**config.mk**
```make
export PLATFORM = sky130hd
export DESIGN_NAME = tcp_channel
export DESIGN_NICKNAME = d
export VERILOG_FILES = /design/src/common/tcp_pkg.sv /design/src/common/tcp_tick_if.sv /design/src/core/tcp_channel.sv /design/src/core/tcp_prescaler.sv
export SDC_FILE = /design/constraint.sdc
export NUM_CORES = 1
export LEC_CHECK = 0
export BUFFER_PORTS_ARGS = -buffer_cell sky130_fd_sc_hd__buf_2
export CAP_MARGIN = 20
export CORE_UTILIZATION = 43
export DETAILED_ROUTE_END_ITERATION = 8
export GPL_TIMING_DRIVEN = 0
export HOLD_SLACK_MARGIN = 0.12
export PLACE_DENSITY = 0.66
export SLEW_MARGIN = 40
export SYNTH_ARGS = -nofsm -noshare
export SYNTH_HDL_FRONTEND = slang
export SYNTH_SLANG_ARGS = --single-unit
```
**constraint.sdc**
```tcl
create_clock -name mclk_i -period 3.45 [get_ports mclk_i]
set_input_delay 0.345 -clock mclk_i [delete_from_list [all_inputs] [get_ports mclk_i]]
set_output_delay 0.345 -clock mclk_i [all_outputs]
set_load 0.05 [all_outputs]
```
**src/common/tcp_pkg.sv**
```systemverilog
// Operation
// - compare_value_b is a 16-bit read/write word, upper bits zero, reset zero.
// - two read-only 16-bit capture words, contents undefined after reset, upper bits zero.
// - a 4-bit prescaler supplies the selectable up-counter source ticks.
// - prescaler input is peripheral clock divided 1..32, codes 000..101 ascending.
// - peripheral select 0 takes geared clock, 1 takes undivided oscillator clock.
// - geared clock is oscillator clock over 1,2,4,8 by gear codes 000,100,101,110.
// - run bit one starts prescaler; zero clears and stops it.
// - prescaler gives divide-by-2, divide-by-8 and divide-by-32 count ticks.
// - every channel instance behaves identically; only parameters may differ.
// - up-counter equal to compare_value_b sets match_b_flag even when masked.
package tcp_pkg;
  localparam int unsigned ADDR_W = 4;
  localparam logic [3:0] OFS_COMPARE_B = 4'h0;
  localparam logic [3:0] OFS_CAPTURE_A = 4'h4;
  localparam logic [3:0] OFS_CAPTURE_B = 4'h8;
  localparam logic [3:0] OFS_CONTROL = 4'hc;
  localparam logic [3:0] OFS_STATUS = 4'h1;
  localparam logic [3:0] OFS_MASK = 4'h2;
  localparam int unsigned CTL_RUN_BIT = 0;
  localparam int unsigned CTL_FPSEL_BIT = 1;
  localparam int unsigned CTL_GEAR_LSB = 4;
  localparam int unsigned CTL_PRCK_LSB = 8;
  localparam logic [15:0] COMPARE_RESET = 16'h0000;
  localparam logic [2:0] GEAR_DIV1 = 3'h0;
  localparam logic [2:0] GEAR_DIV2 = 3'h4;
  localparam logic [2:0] GEAR_DIV4 = 3'h5;
  localparam logic [2:0] GEAR_DIV8 = 3'h6;
  localparam int unsigned IRQ_MATCH_BIT = 0;
  localparam int unsigned TAP_DIV2 = 0;
  localparam int unsigned TAP_DIV8 = 2;
  localparam int unsigned TAP_DIV32 = 4;
endpackage

```
**src/common/tcp_tick_if.sv**
```systemverilog
`timescale 1ns/1ps
interface tcp_tick_if;
  logic run;
  logic fpsel;
  logic [2:0] gear;
  logic [2:0] prck;
  logic tick_div2;
  logic tick_div8;
  logic tick_div32;
  modport src (input run, fpsel, gear, prck, output tick_div2, tick_div8, tick_div32);
  modport ctl (output run, fpsel, gear, prck, input tick_div2, tick_div8, tick_div32);
endinterface

```
**src/core/tcp_channel.sv**
```systemverilog
`timescale 1ns/1ps
// one instance per channel, nothing channel-specific inside
module tcp_channel
#(
  parameter int unsigned CNT_W = 16
)
(
  input wire logic mclk_i,
  input wire logic reset_i,
  input wire logic [3:0] addr_i,
  input wire logic [31:0] wdata_i,
  input wire logic wr_i,
  input wire logic rd_i,
  output logic [31:0] rdata_o,
  input wire logic [CNT_W-1:0] up_counter_i,
  input wire logic capture_a_i,
  input wire logic capture_b_i,
  output logic count_clock_div2_o,
  output logic count_clock_div8_o,
  output logic count_clock_div32_o,
  output logic match_b_o,
  output logic irq_o
);
  tcp_tick_if tk();

  logic [CNT_W-1:0] compare_value_b_q;
  logic [CNT_W-1:0] capture_value_a_q;
  logic [CNT_W-1:0] capture_value_b_q;
  logic prescaler_run_q;
  logic fpsel_q;
  logic [2:0] gear_q;
  logic [2:0] prck_q;
  logic match_b_flag_q;
  logic mask_q;
  logic match_b_q;
  logic irq_q;
  logic [31:0] rdata_q;
  logic [31:0] rdata_d;
  logic wr_cmp;
  logic wr_ctl;
  logic wr_sts;
  logic wr_msk;
  logic match_hit;
  logic match_prev_q;
  logic flag_d;
  logic [31:0] ctl_word;

  function automatic logic [31:0] zext(input logic [CNT_W-1:0] v);
    return {{(32-CNT_W){1'b0}}, v};
  endfunction

  tcp_prescaler u_pre
  (
    .mclk_i(mclk_i),
    .reset_i(reset_i),
    .tk(tk)
  );

  assign tk.run = prescaler_run_q;
  assign tk.fpsel = fpsel_q;
  assign tk.gear = gear_q;
  assign tk.prck = prck_q;

  assign wr_cmp = wr_i && (addr_i == tcp_pkg::OFS_COMPARE_B);
  assign wr_ctl = wr_i && (addr_i == tcp_pkg::OFS_CONTROL);
  assign wr_sts = wr_i && (addr_i == tcp_pkg::OFS_STATUS);
  assign wr_msk = wr_i && (addr_i == tcp_pkg::OFS_MASK);
  // rising edge of equality so a held count raises one event
  assign match_hit = (up_counter_i == compare_value_b_q) && !match_prev_q;
  // set wins over the write-one clear
  assign flag_d = match_hit | (match_b_flag_q & ~(wr_sts & wdata_i[tcp_pkg::IRQ_MATCH_BIT]));
  assign ctl_word = 32'(prescaler_run_q) << tcp_pkg::CTL_RUN_BIT
                  | 32'(fpsel_q) << tcp_pkg::CTL_FPSEL_BIT
                  | 32'(gear_q) << tcp_pkg::CTL_GEAR_LSB
                  | 32'(prck_q) << tcp_pkg::CTL_PRCK_LSB;
  // upper halves read zero; unmapped reads zero
  assign rdata_d = !rd_i ? 32'h0 :
    (addr_i == tcp_pkg::OFS_COMPARE_B) ? zext(compare_value_b_q) :
    (addr_i == tcp_pkg::OFS_CAPTURE_A) ? zext(capture_value_a_q) :
    (addr_i == tcp_pkg::OFS_CAPTURE_B) ? zext(capture_value_b_q) :
    (addr_i == tcp_pkg::OFS_CONTROL) ? ctl_word :
    (addr_i == tcp_pkg::OFS_STATUS) ? 32'(match_b_flag_q) :
    (addr_i == tcp_pkg::OFS_MASK) ? 32'(mask_q) : 32'h0;

  // capture words carry no reset: contents undefined until first strobe
  always_ff @(posedge mclk_i)
  begin
    if (capture_a_i)
      capture_value_a_q <= up_counter_i;
    if (capture_b_i)
      capture_value_b_q <= up_counter_i;
  end

  always_ff @(posedge mclk_i)
  begin
    if (reset_i)
    begin
      compare_value_b_q <= tcp_pkg::COMPARE_RESET;
      prescaler_run_q <= 1'b0;
      fpsel_q <= 1'b0;
      gear_q <= tcp_pkg::GEAR_DIV1;
      prck_q <= 3'h0;
      match_b_flag_q <= 1'b0;
      mask_q <= 1'b0;
      match_b_q <= 1'b0;
      match_prev_q <= 1'b0;
      irq_q <= 1'b0;
      rdata_q <= 32'h0;
    end
    else
    begin
      if (wr_cmp)
        compare_value_b_q <= wdata_i[CNT_W-1:0];
      if (wr_ctl)
      begin
        prescaler_run_q <= wdata_i[tcp_pkg::CTL_RUN_BIT];
        fpsel_q <= wdata_i[tcp_pkg::CTL_FPSEL_BIT];
        gear_q <= wdata_i[tcp_pkg::CTL_GEAR_LSB +: 3];
        prck_q <= wdata_i[tcp_pkg::CTL_PRCK_LSB +: 3];
      end
      if (wr_msk)
        mask_q <= wdata_i[tcp_pkg::IRQ_MATCH_BIT];
      match_prev_q <= (up_counter_i == compare_value_b_q);
      match_b_flag_q <= flag_d;
      match_b_q <= match_hit;
      irq_q <= flag_d & (wr_msk ? wdata_i[tcp_pkg::IRQ_MATCH_BIT] : mask_q);
      rdata_q <= rdata_d;
    end
  end

  assign rdata_o = rdata_q;
  assign match_b_o = match_b_q;
  assign irq_o = irq_q;
  assign count_clock_div2_o = tk.tick_div2;
  assign count_clock_div8_o = tk.tick_div8;
  assign count_clock_div32_o = tk.tick_div32;

  a_flag_on_match: assert property (@(posedge mclk_i) disable iff (reset_i)
    match_hit |=> match_b_flag_q)
    else $error("match did not set flag");
  a_cmp_write: assert property (@(posedge mclk_i) disable iff (reset_i)
    wr_cmp |=> compare_value_b_q == $past(wdata_i[CNT_W-1:0]))
    else $error("compare write lost");
  a_cap_a_load: assert property (@(posedge mclk_i) disable iff (reset_i)
    capture_a_i |=> capture_value_a_q == $past(up_counter_i))
    else $error("capture a wrong");
  a_cap_b_hold: assert property (@(posedge mclk_i) disable iff (reset_i)
    !capture_b_i |=> $stable(capture_value_b_q))
    else $error("capture b moved");
  a_read_upper_zero: assert property (@(posedge mclk_i) disable iff (reset_i)
    rd_i && addr_i != tcp_pkg::OFS_CONTROL |=> rdata_o[31:16] == 16'h0)
    else $error("upper bits nonzero");
  a_stop_silent: assert property (@(posedge mclk_i) disable iff (reset_i)
    !prescaler_run_q ##1 !prescaler_run_q |-> !count_clock_div2_o && !count_clock_div32_o)
    else $error("tick while stopped");
  a_irq_masked: assert property (@(posedge mclk_i) disable iff (reset_i)
    irq_o |-> match_b_flag_q)
    else $error("irq without flag");
  a_div32_sparse: assert property (@(posedge mclk_i) disable iff (reset_i)
    count_clock_div32_o |=> !count_clock_div32_o [*8])
    else $error("div32 too fast");
  a_div2_sparse: assert property (@(posedge mclk_i) disable iff (reset_i)
    count_clock_div2_o |=> !count_clock_div2_o)
    else $error("div2 too fast");
endmodule

```
**src/core/tcp_prescaler.sv**
```systemverilog
`timescale 1ns/1ps
// mclk_i stands for the oscillator clock; all dividers are tick enables on it
module tcp_prescaler
(
  input wire logic mclk_i,
  input wire logic reset_i,
  tcp_tick_if.src tk
);
  logic [2:0] osc_cnt_q;
  logic [2:0] osc_cnt_d;
  logic gear_tick;
  logic [4:0] per_cnt_q;
  logic [4:0] per_cnt_d;
  logic periph_tick;
  logic [5:0] pre_ext;
  logic input_tick;
  logic [3:0] pre_q;
  logic [3:0] pre_d;
  logic [3:0] pre_toggle;
  logic carry_q;
  logic carry_d;
  logic t2_q;
  logic t8_q;
  logic t32_q;

  // tick every 2^n enabled cycles: all low bits at one
  function automatic logic every_pow2(input logic [5:0] cnt, input logic [2:0] n);
    logic [5:0] m;
    m = 6'((7'h1 << n) - 7'h1);
    return (cnt & m) == m;
  endfunction

  assign osc_cnt_d = osc_cnt_q + 3'h1;
  assign gear_tick = (tk.gear == tcp_pkg::GEAR_DIV2) ? every_pow2({3'h0, osc_cnt_q}, 3'h1) :
                     (tk.gear == tcp_pkg::GEAR_DIV4) ? every_pow2({3'h0, osc_cnt_q}, 3'h2) :
                     (tk.gear == tcp_pkg::GEAR_DIV8) ? every_pow2({3'h0, osc_cnt_q}, 3'h3) :
                     1'b1;
  assign periph_tick = tk.fpsel ? 1'b1 : gear_tick;
  assign per_cnt_d = periph_tick ? per_cnt_q + 5'h1 : per_cnt_q;
  // codes above 101 clamp to /32
  assign input_tick = periph_tick &
    every_pow2({1'b0, per_cnt_q}, (tk.prck > 3'h5) ? 3'h5 : tk.prck);
  // carry bit extends the 4-bit prescaler so the slowest tap reaches /32
  assign pre_ext = {1'b0, carry_q, pre_q};
  assign pre_toggle = pre_q + 4'h1;
  assign pre_d = !tk.run ? 4'h0 : (input_tick ? pre_toggle : pre_q);
  assign carry_d = !tk.run ? 1'b0 : (carry_q ^ (input_tick & (pre_q == 4'hf)));

  always_ff @(posedge mclk_i)
  begin
    if (reset_i)
    begin
      osc_cnt_q <= 3'h0;
      per_cnt_q <= 5'h0;
      pre_q <= 4'h0;
      carry_q <= 1'b0;
      t2_q <= 1'b0;
      t8_q <= 1'b0;
      t32_q <= 1'b0;
    end
    else
    begin
      osc_cnt_q <= osc_cnt_d;
      per_cnt_q <= per_cnt_d;
      pre_q <= pre_d;
      carry_q <= carry_d;
      // a tap fires when all bits up to and including its own are one
      t2_q <= tk.run & input_tick & every_pow2(pre_ext, 3'(tcp_pkg::TAP_DIV2 + 1));
      t8_q <= tk.run & input_tick & every_pow2(pre_ext, 3'(tcp_pkg::TAP_DIV8 + 1));
      t32_q <= tk.run & input_tick & every_pow2(pre_ext, 3'(tcp_pkg::TAP_DIV32 + 1));
    end
  end

  assign tk.tick_div2 = t2_q;
  assign tk.tick_div8 = t8_q;
  assign tk.tick_div32 = t32_q;
endmodule

```
==> metrics.txt, run 1 <==
Power Total 2.12 mW; Final Setup Violations 0; Initial Utilization 0.455; die area 9250 µm²; hold buffers post-CTS 0; fin. max-slew vios 0; Clock transition at path regs 0.10 ns; final setup TNS 0 ns; CTS Buf Count 9; crit share post-route 0.663; largest stage delay on the critical path 0.52 ns; Clk Latency, worst-skew pair 0.36 ns; outcome completed; Seq/Total Area, Yosys 0.572; die height 96.2 µm; Arrival @ worst endpoint 2.58 ns; Mapped Cells 355; family with the most delay on the worst path simple AND/OR/NAND/NOR gates; initial antenna violation count 0; crit path max-delay cell type or4_1; Leakage 1.77 nW; H-tree depth 3; vias in the first global route 2658; fin cells 551; peak supply drop 286 µV; clock buffer depth 2; CTS resizes 0; nets@finish 505; Slew headroom 0.460; Worst-Margin Slew 0.803 ns; initial drt markers 183; maximum fanout along the worst path 9; Core Util, Final 0.537; Cell Area, Synth 3810 µm²; routed len/inst 15.5 µm; first-pass detailed-route iteration total 5; die extent in x 96.2 µm; number of port buffers 60; most frequent cells in the layout 64 x buf_2, 61 x dfxtp_1, 49 x nand2_1; I/O Pins 95; Synth cell types 43; setup ws final 1.16 ns; Detail Placement HPWL 6.15 mm; first-pass GRT wire length 13.5 mm; diodes inserted 0; cell row count 33; post-synthesis to final-layout area growth 18.0%; Critical Path Sink Type flop; pwr dens 472 nW/µm²; setup slack at placement 1.16 ns; worst hold path class input pin to flop; clk_skew 0.0121 ns; DRC 0; CTS root buffer clkbuf_8; Final Hold Vio Count 0; critical path class flop to flop; commonest non-fill, non-tap cell in the layout buf_2; WP buf/inv 0; YS warnings 0; Seq cells post-synth 93; FMAX 437 MHz; post-detailed-route count of antenna-violating nets 0; vias 2842; via/cell ratio 5.16; Final min period 2.29 ns; Avg Cell Area, Syn 10.7 µm²; GRT Util Overall 0.203; RD Place Congestion 0.799; GRT overflow 0; # placed instances 535; total core area 8380 µm²; Max-cap violations 0; CP Cell Sequence or3b_2, ha_1, o22ai_1, a21o_1, or4_1, a21oi_1; crit path launch type flop; share of layout cells above drive strength 1 0.235; pin count of the biggest net entering global routing 18; number of post-CTS setup repair buffers 0; CTS tree done; required time of the critical path 3.74 ns; RSZ-0062 raised after global routing false; Num Clock Sinks 93; Post-Route WL 8.56 mm
logic make-up (layout without fill, tap and decap cells):
group	after synthesis	count (layout)	synth area share
fa+ha+maj	6	6	0.0197
mux	11	11	0.0292
flops	93	93	0.572
buf+inv	35	111	0.0528
xor+xnor	21	21	0.0482
simple gates	122	122	0.164
other cells	1	16	0.000984
compound gates	66	66	0.113
worst register-to-register path, cell delays in order, from the launching register on:
cell	delay, ns
dfxtp_1	0.45
or3b_2	0.47
ha_1	0.28
o22ai_1	0.09
a21o_1	0.26
or4_1	0.52
a21oi_1	0.15
power by group:
group / internal (mW) / switching (mW)
Clock: 0.340 / 0.387
Combinational: 0.0688 / 0.133
Sequential: 1.18 / 0.0181
flip-flops by register name (all words and copies together), names as in the netlist, 3 cells and up:
signal	cells
gear_q	3
compare_value_b_q	16
capture_value_b_q	16
rdata_o	16
capture_value_a_q	16
prck_q	3
u_pre.per_cnt_q	5
u_pre.pre_q	4
u_pre.osc_cnt_q	3
through the flow:
step	area, µm²	hold WS (ns)
CTS	4500	0.187
detailed placement	4300	0.439
global route	4500	0.181
global placement	4300	0.430
floorplan	3870	0.413
finish	4500	0.197
metal layers:
| layer | GRT usage | wire length (µm) | part of all wire |
|---|---|---|---|
| met1 | 0.284 | 3910 | 0.46 |
| met2 | 0.312 | 3920 | 0.46 |
| met3 | 0.0442 | 634 | 0.074 |
| met4 | 0.0622 | 101 | 0.012 |
| met5 | 0 | 0 | 0 |
final cells by class:
type	count	area, µm²
fillers	758	3880
clock buffers	10	128
flip-flops and latches	93	2180
plain buffers	31	186
multi-input cells	242	1490
well taps	105	131
repair buffers	60	300
inverters	4	15.0
clock inverters	6	70.1
Yosys cell counts:
library cell / count / area, µm²
nor3_2: 1 / 10.0
inv_1: 4 / 15.0
nand4_1: 5 / 31.3
conb_1: 1 / 3.75
nor3_1: 3 / 15.0
or3b_2: 1 / 8.76
nand4_4: 1 / 21.3
dfxtp_1: 61 / 1220
or4_1: 2 / 15.0
xnor2_1: 18 / 158
nand2_1: 49 / 184
buf_1: 1 / 3.75
nor2b_1: 7 / 43.8
nand3_1: 5 / 25.0
nor2_1: 26 / 97.6
o21a_1: 1 / 7.51
o21ai_0: 12 / 60.1
edfxtp_1: 32 / 961
xor2_1: 3 / 26.3
or3b_4: 1 / 11.3
a222oi_1: 9 / 90.1
ha_1: 6 / 75.1
nor3b_1: 4 / 30.0
a21oi_1: 30 / 150
nor4b_2: 1 / 15.0
a22o_1: 7 / 61.3
o311ai_0: 1 / 8.76
buf_2: 4 / 20.0
clkbuf_1: 8 / 30.0
clkbuf_2: 1 / 5.00
and3_1: 4 / 25.0
mux2i_1: 10 / 100
nand2b_1: 8 / 50.1
or3_1: 1 / 6.26
nor4_4: 1 / 21.3
buf_4: 17 / 128
o22ai_1: 2 / 12.5
and4_1: 1 / 8.76
and2_0: 1 / 6.26
o31ai_1: 2 / 15.0
mux2_2: 1 / 11.3
a21o_1: 1 / 7.51
o21ai_4: 1 / 16.3
worst paths after layout:
check / startpoint / to / depth (start not counted) / slack (ns)
setup / recovery: prck_q[0] / u_pre.carry_q / 6 / 1.16
hold reg to reg: u_pre.osc_cnt_q[0] / u_pre.osc_cnt_q[0] / 1 / 0.45
hold / removal: up_counter_i[15] / capture_value_b_q[15] / 1 / 0.20
setup reg to reg: prck_q[0] / u_pre.carry_q / 6 / 1.16
Power figures use the tool's default switching activity.
==> inputs of run 2 (changes only) <==
--- a/config.mk
+++ b/config.mk
@@ -5,13 +5,14 @@
 export SDC_FILE = /design/constraint.sdc
 export NUM_CORES = 1
 export LEC_CHECK = 0
+export ABC_AREA = 1
 export BUFFER_PORTS_ARGS = -buffer_cell sky130_fd_sc_hd__buf_2
 export CAP_MARGIN = 20
 export CORE_UTILIZATION = 43
 export DETAILED_ROUTE_END_ITERATION = 8
 export GPL_TIMING_DRIVEN = 0
 export HOLD_SLACK_MARGIN = 0.12
-export PLACE_DENSITY = 0.66
+export PLACE_DENSITY = 0.65
 export SLEW_MARGIN = 40
 export SYNTH_ARGS = -nofsm -noshare
 export SYNTH_HDL_FRONTEND = slang
==> constraint.sdc (replaced) <==
create_clock -name mclk_i -period 2.2 [get_ports mclk_i]
set_input_delay 0.22 -clock mclk_i [delete_from_list [all_inputs] [get_ports mclk_i]]
set_output_delay 0.22 -clock mclk_i [all_outputs]
set_load 0.05 [all_outputs]
==> run 2 against run 1 <==
Net effect: routed wire length increased by 13%; clock power up 60%; final cell count grew 22%; first-iteration DRC count increased by 17%; hold slack worse by 0.058 ns; die area rose by 4.5%; critical endpoint is now rdata_o[4]; largest cell class unchanged.
==> metrics.txt, run 2 <==
total core area 8850 µm² (was 8380 µm²); initial drt markers 215 (was 183); Critical Path Sink Type flop (unchanged); first-pass GRT wire length 15.5 mm (was 13.5 mm); die area 9660 µm² (was 9250 µm²); leading area contributor after synthesis dfxtp_1 (unchanged); Final min period 1.88 ns; post-detailed-route count of antenna-violating nets 0 (unchanged); initial antenna violation count 0 (unchanged); Arrival @ worst endpoint 2.08 ns (was 2.58 ns); required time of the critical path 2.40 ns (was 3.74 ns); vias 3400 (was 2842); RD Place Congestion 0.854 (was 0.799); CTS Buf Count 9 (unchanged); crit share post-route 0.852; Post-Route WL 9.66 mm (was 8.56 mm); Avg Cell Area, Syn 8.82 µm² (was 10.7 µm²); Max-cap violations 0 (unchanged); cell row count 34 (was 33); Seq/Total Area, Yosys 0.547 (was 0.572); Initial Utilization 0.451 (was 0.455); routed len/inst 14.4 µm (was 15.5 µm); GRT overflow 0 (unchanged); diodes inserted 0 (unchanged); Leakage 2.10 nW (was 1.77 nW); die extent in x 98.3 µm (was 96.2 µm); Cell Area, Synth 3990 µm² (was 3810 µm²); hold buffers post-CTS 21 (was 0); RSZ-0062 raised after global routing false (unchanged); share of layout cells above drive strength 1 0.207 (was 0.235); maximum fanout along the worst path 10 (was 9); CTS root buffer clkbuf_8 (unchanged); post-synthesis to final-layout area growth 22.7% (was 18.0%); crit path launch type input pin (was flop); YS warnings 0 (unchanged); Final Setup Violations 0 (unchanged); Mapped Cells 452 (was 355); most frequent cells in the layout 92 x nand2_1, 68 x buf_2, 61 x dfxtp_1 (was 64 x buf_2, 61 x dfxtp_1, 49 x nand2_1); critical path class input pin to flop (was flop to flop); fin. max-slew vios 0 (unchanged); multi-input logic area 1470 µm² (was 1490 µm²); clk_skew 0.0119 ns (was 0.0121 ns); Clock transition at path regs 0.09 ns (was 0.10 ns); first-pass detailed-route iteration total 7 (was 5); die height 98.3 µm (was 96.2 µm); nets@finish 624 (was 505); worst hold path class input pin to flop (unchanged); most frequent cell after synthesis nand2_1 (was dfxtp_1); commonest non-fill, non-tap cell in the layout nand2_1 (was buf_2); Num Clock Sinks 93 (unchanged); Sequential cell area 2180 µm² (unchanged); clock buffer depth 2 (unchanged); outcome completed (unchanged); async set-reset flop share out of synthesis 0 (unchanged); CTS tree done (unchanged); Synth top area share 0.306 (was 0.320); number of post-CTS setup repair buffers 0 (unchanged); Clk Latency, worst-skew pair 0.36 ns (about the same); Synth top cells by count 92 x nand2_1, 61 x dfxtp_1, 48 x inv_1, 38 x a21oi_1, 34 x nor2_1 (was 61 x dfxtp_1, 49 x nand2_1, 32 x edfxtp_1, 30 x a21oi_1, 26 x nor2_1); Seq cells post-synth 93 (unchanged); CTS resizes 0 (unchanged); I/O Pins 95 (unchanged); Worst-Margin Slew 0.671 ns (was 0.803 ns); number of synthesized flops with an enable pin 32 (unchanged); H-tree depth 3 (unchanged); number of port buffers 61 (was 60); final setup TNS 0 ns (unchanged); DRC 0 (unchanged); Synth cell types 34 (was 43); GRT Util Overall 0.211 (was 0.203); top cells by area, synth dfxtp_1 31%, edfxtp_1 24%, nand2_1 8.7% (was dfxtp_1 32%, edfxtp_1 25%, nand2_1 4.8%); vias in the first global route 3149 (was 2658); fillers 820 (was 758); Detail Placement HPWL 6.81 mm (was 6.15 mm); worst hold slack 0.139 ns (was 0.197 ns); peak supply drop 363 µV (was 286 µV); via/cell ratio 5.05 (was 5.16); pin count of the biggest net entering global routing 17 (was 18); Slew headroom 0.552 (was 0.460); FMAX 533 MHz; pwr dens 701 nW/µm² (was 472 nW/µm²); Final Hold Vio Count 0 (unchanged); dominant synthesized flop cell dfxtp_1 (unchanged)
## run 2: changes by cell type after synthesis, moves of 15 or more
cell | before | now
inv_1 | 4 | 48
xnor2_1 | 18 | 3
nand2_1 | 49 | 92
nand4_1 | 5 | 20
nand3_1 | 5 | 23
## run 2: worst max-delay path: stages
cell           delay (ns)
dlygate4sd3_1        0.52
buf_2                0.17
inv_1                0.14
nand2_1              0.29
clkbuf_1             0.56
nor2_1               0.16
## run 2: cell families after synthesis
logic type      share of synthesized area
compound gates                      0.110
xor+xnor                           0.0110
flops                               0.547
buf+inv                            0.0992
fa+ha+maj                          0.0188
mux                               0.00251
simple gates                        0.210
other cells                      0.000941
## run 2: layout make-up
cell class | count | share of cell area
Sequential cell | 93 | 0.446
Timing Repair Buffer | 82 | 0.105
Inverter | 51 | 0.0392
Tap cell | 108 | 0.0276
Multi-Input combinational cell | 292 | 0.300
Buffer | 31 | 0.0417
Clock inverter | 6 | 0.0141
Clock buffer | 10 | 0.0261
## run 2: power by group
group | total (mW) | switching, mW | internal [mW]
clock | 1.16 | 0.625 | 0.537
sequential | 1.88 | 0.0267 | 1.85
combinational | 0.390 | 0.259 | 0.131
total | 3.43 | 0.911 | 2.52
## run 2: path summary, 6_finish.rpt
path / start / end / slack [ns] / cells after the start
worst max-delay path: reset_i / rdata_o[4] / 0.32 / 6
worst min-delay path: wdata_i[13] / compare_value_b_q[13] / 0.14 / 3
worst max register to register: u_pre.osc_cnt_q[0] / u_pre.pre_q[3] / 0.48 / 11
worst min register to register: u_pre.osc_cnt_q[0] / u_pre.osc_cnt_q[0] / 0.47 / 1
## run 2: through the flow
step	util	power, mW	area, µm²	setup WS [ns]	instances
2_1_floorplan	-	2.15	4040	0.700	467
3_3_place_gp	0.507	2.27	4480	0.493	636
3_5_place_dp	0.507	2.28	4480	0.480	636
4_1_cts	0.553	3.44	4890	0.322	673
5_1_grt	0.553	3.57	4890	0.266	673
6_report	0.553	3.43	4890	0.325	673
## run 2: layer usage
metal / track usage / vias to the layer above / wire [µm]
met5: 0 / - / 0
met4: 0.0620 / 0 / 153
met3: 0.0401 / 16 / 653
met2: 0.340 / 126 / 4440
met1: 0.289 / 1563 / 4410
li1: - / 1695 / -
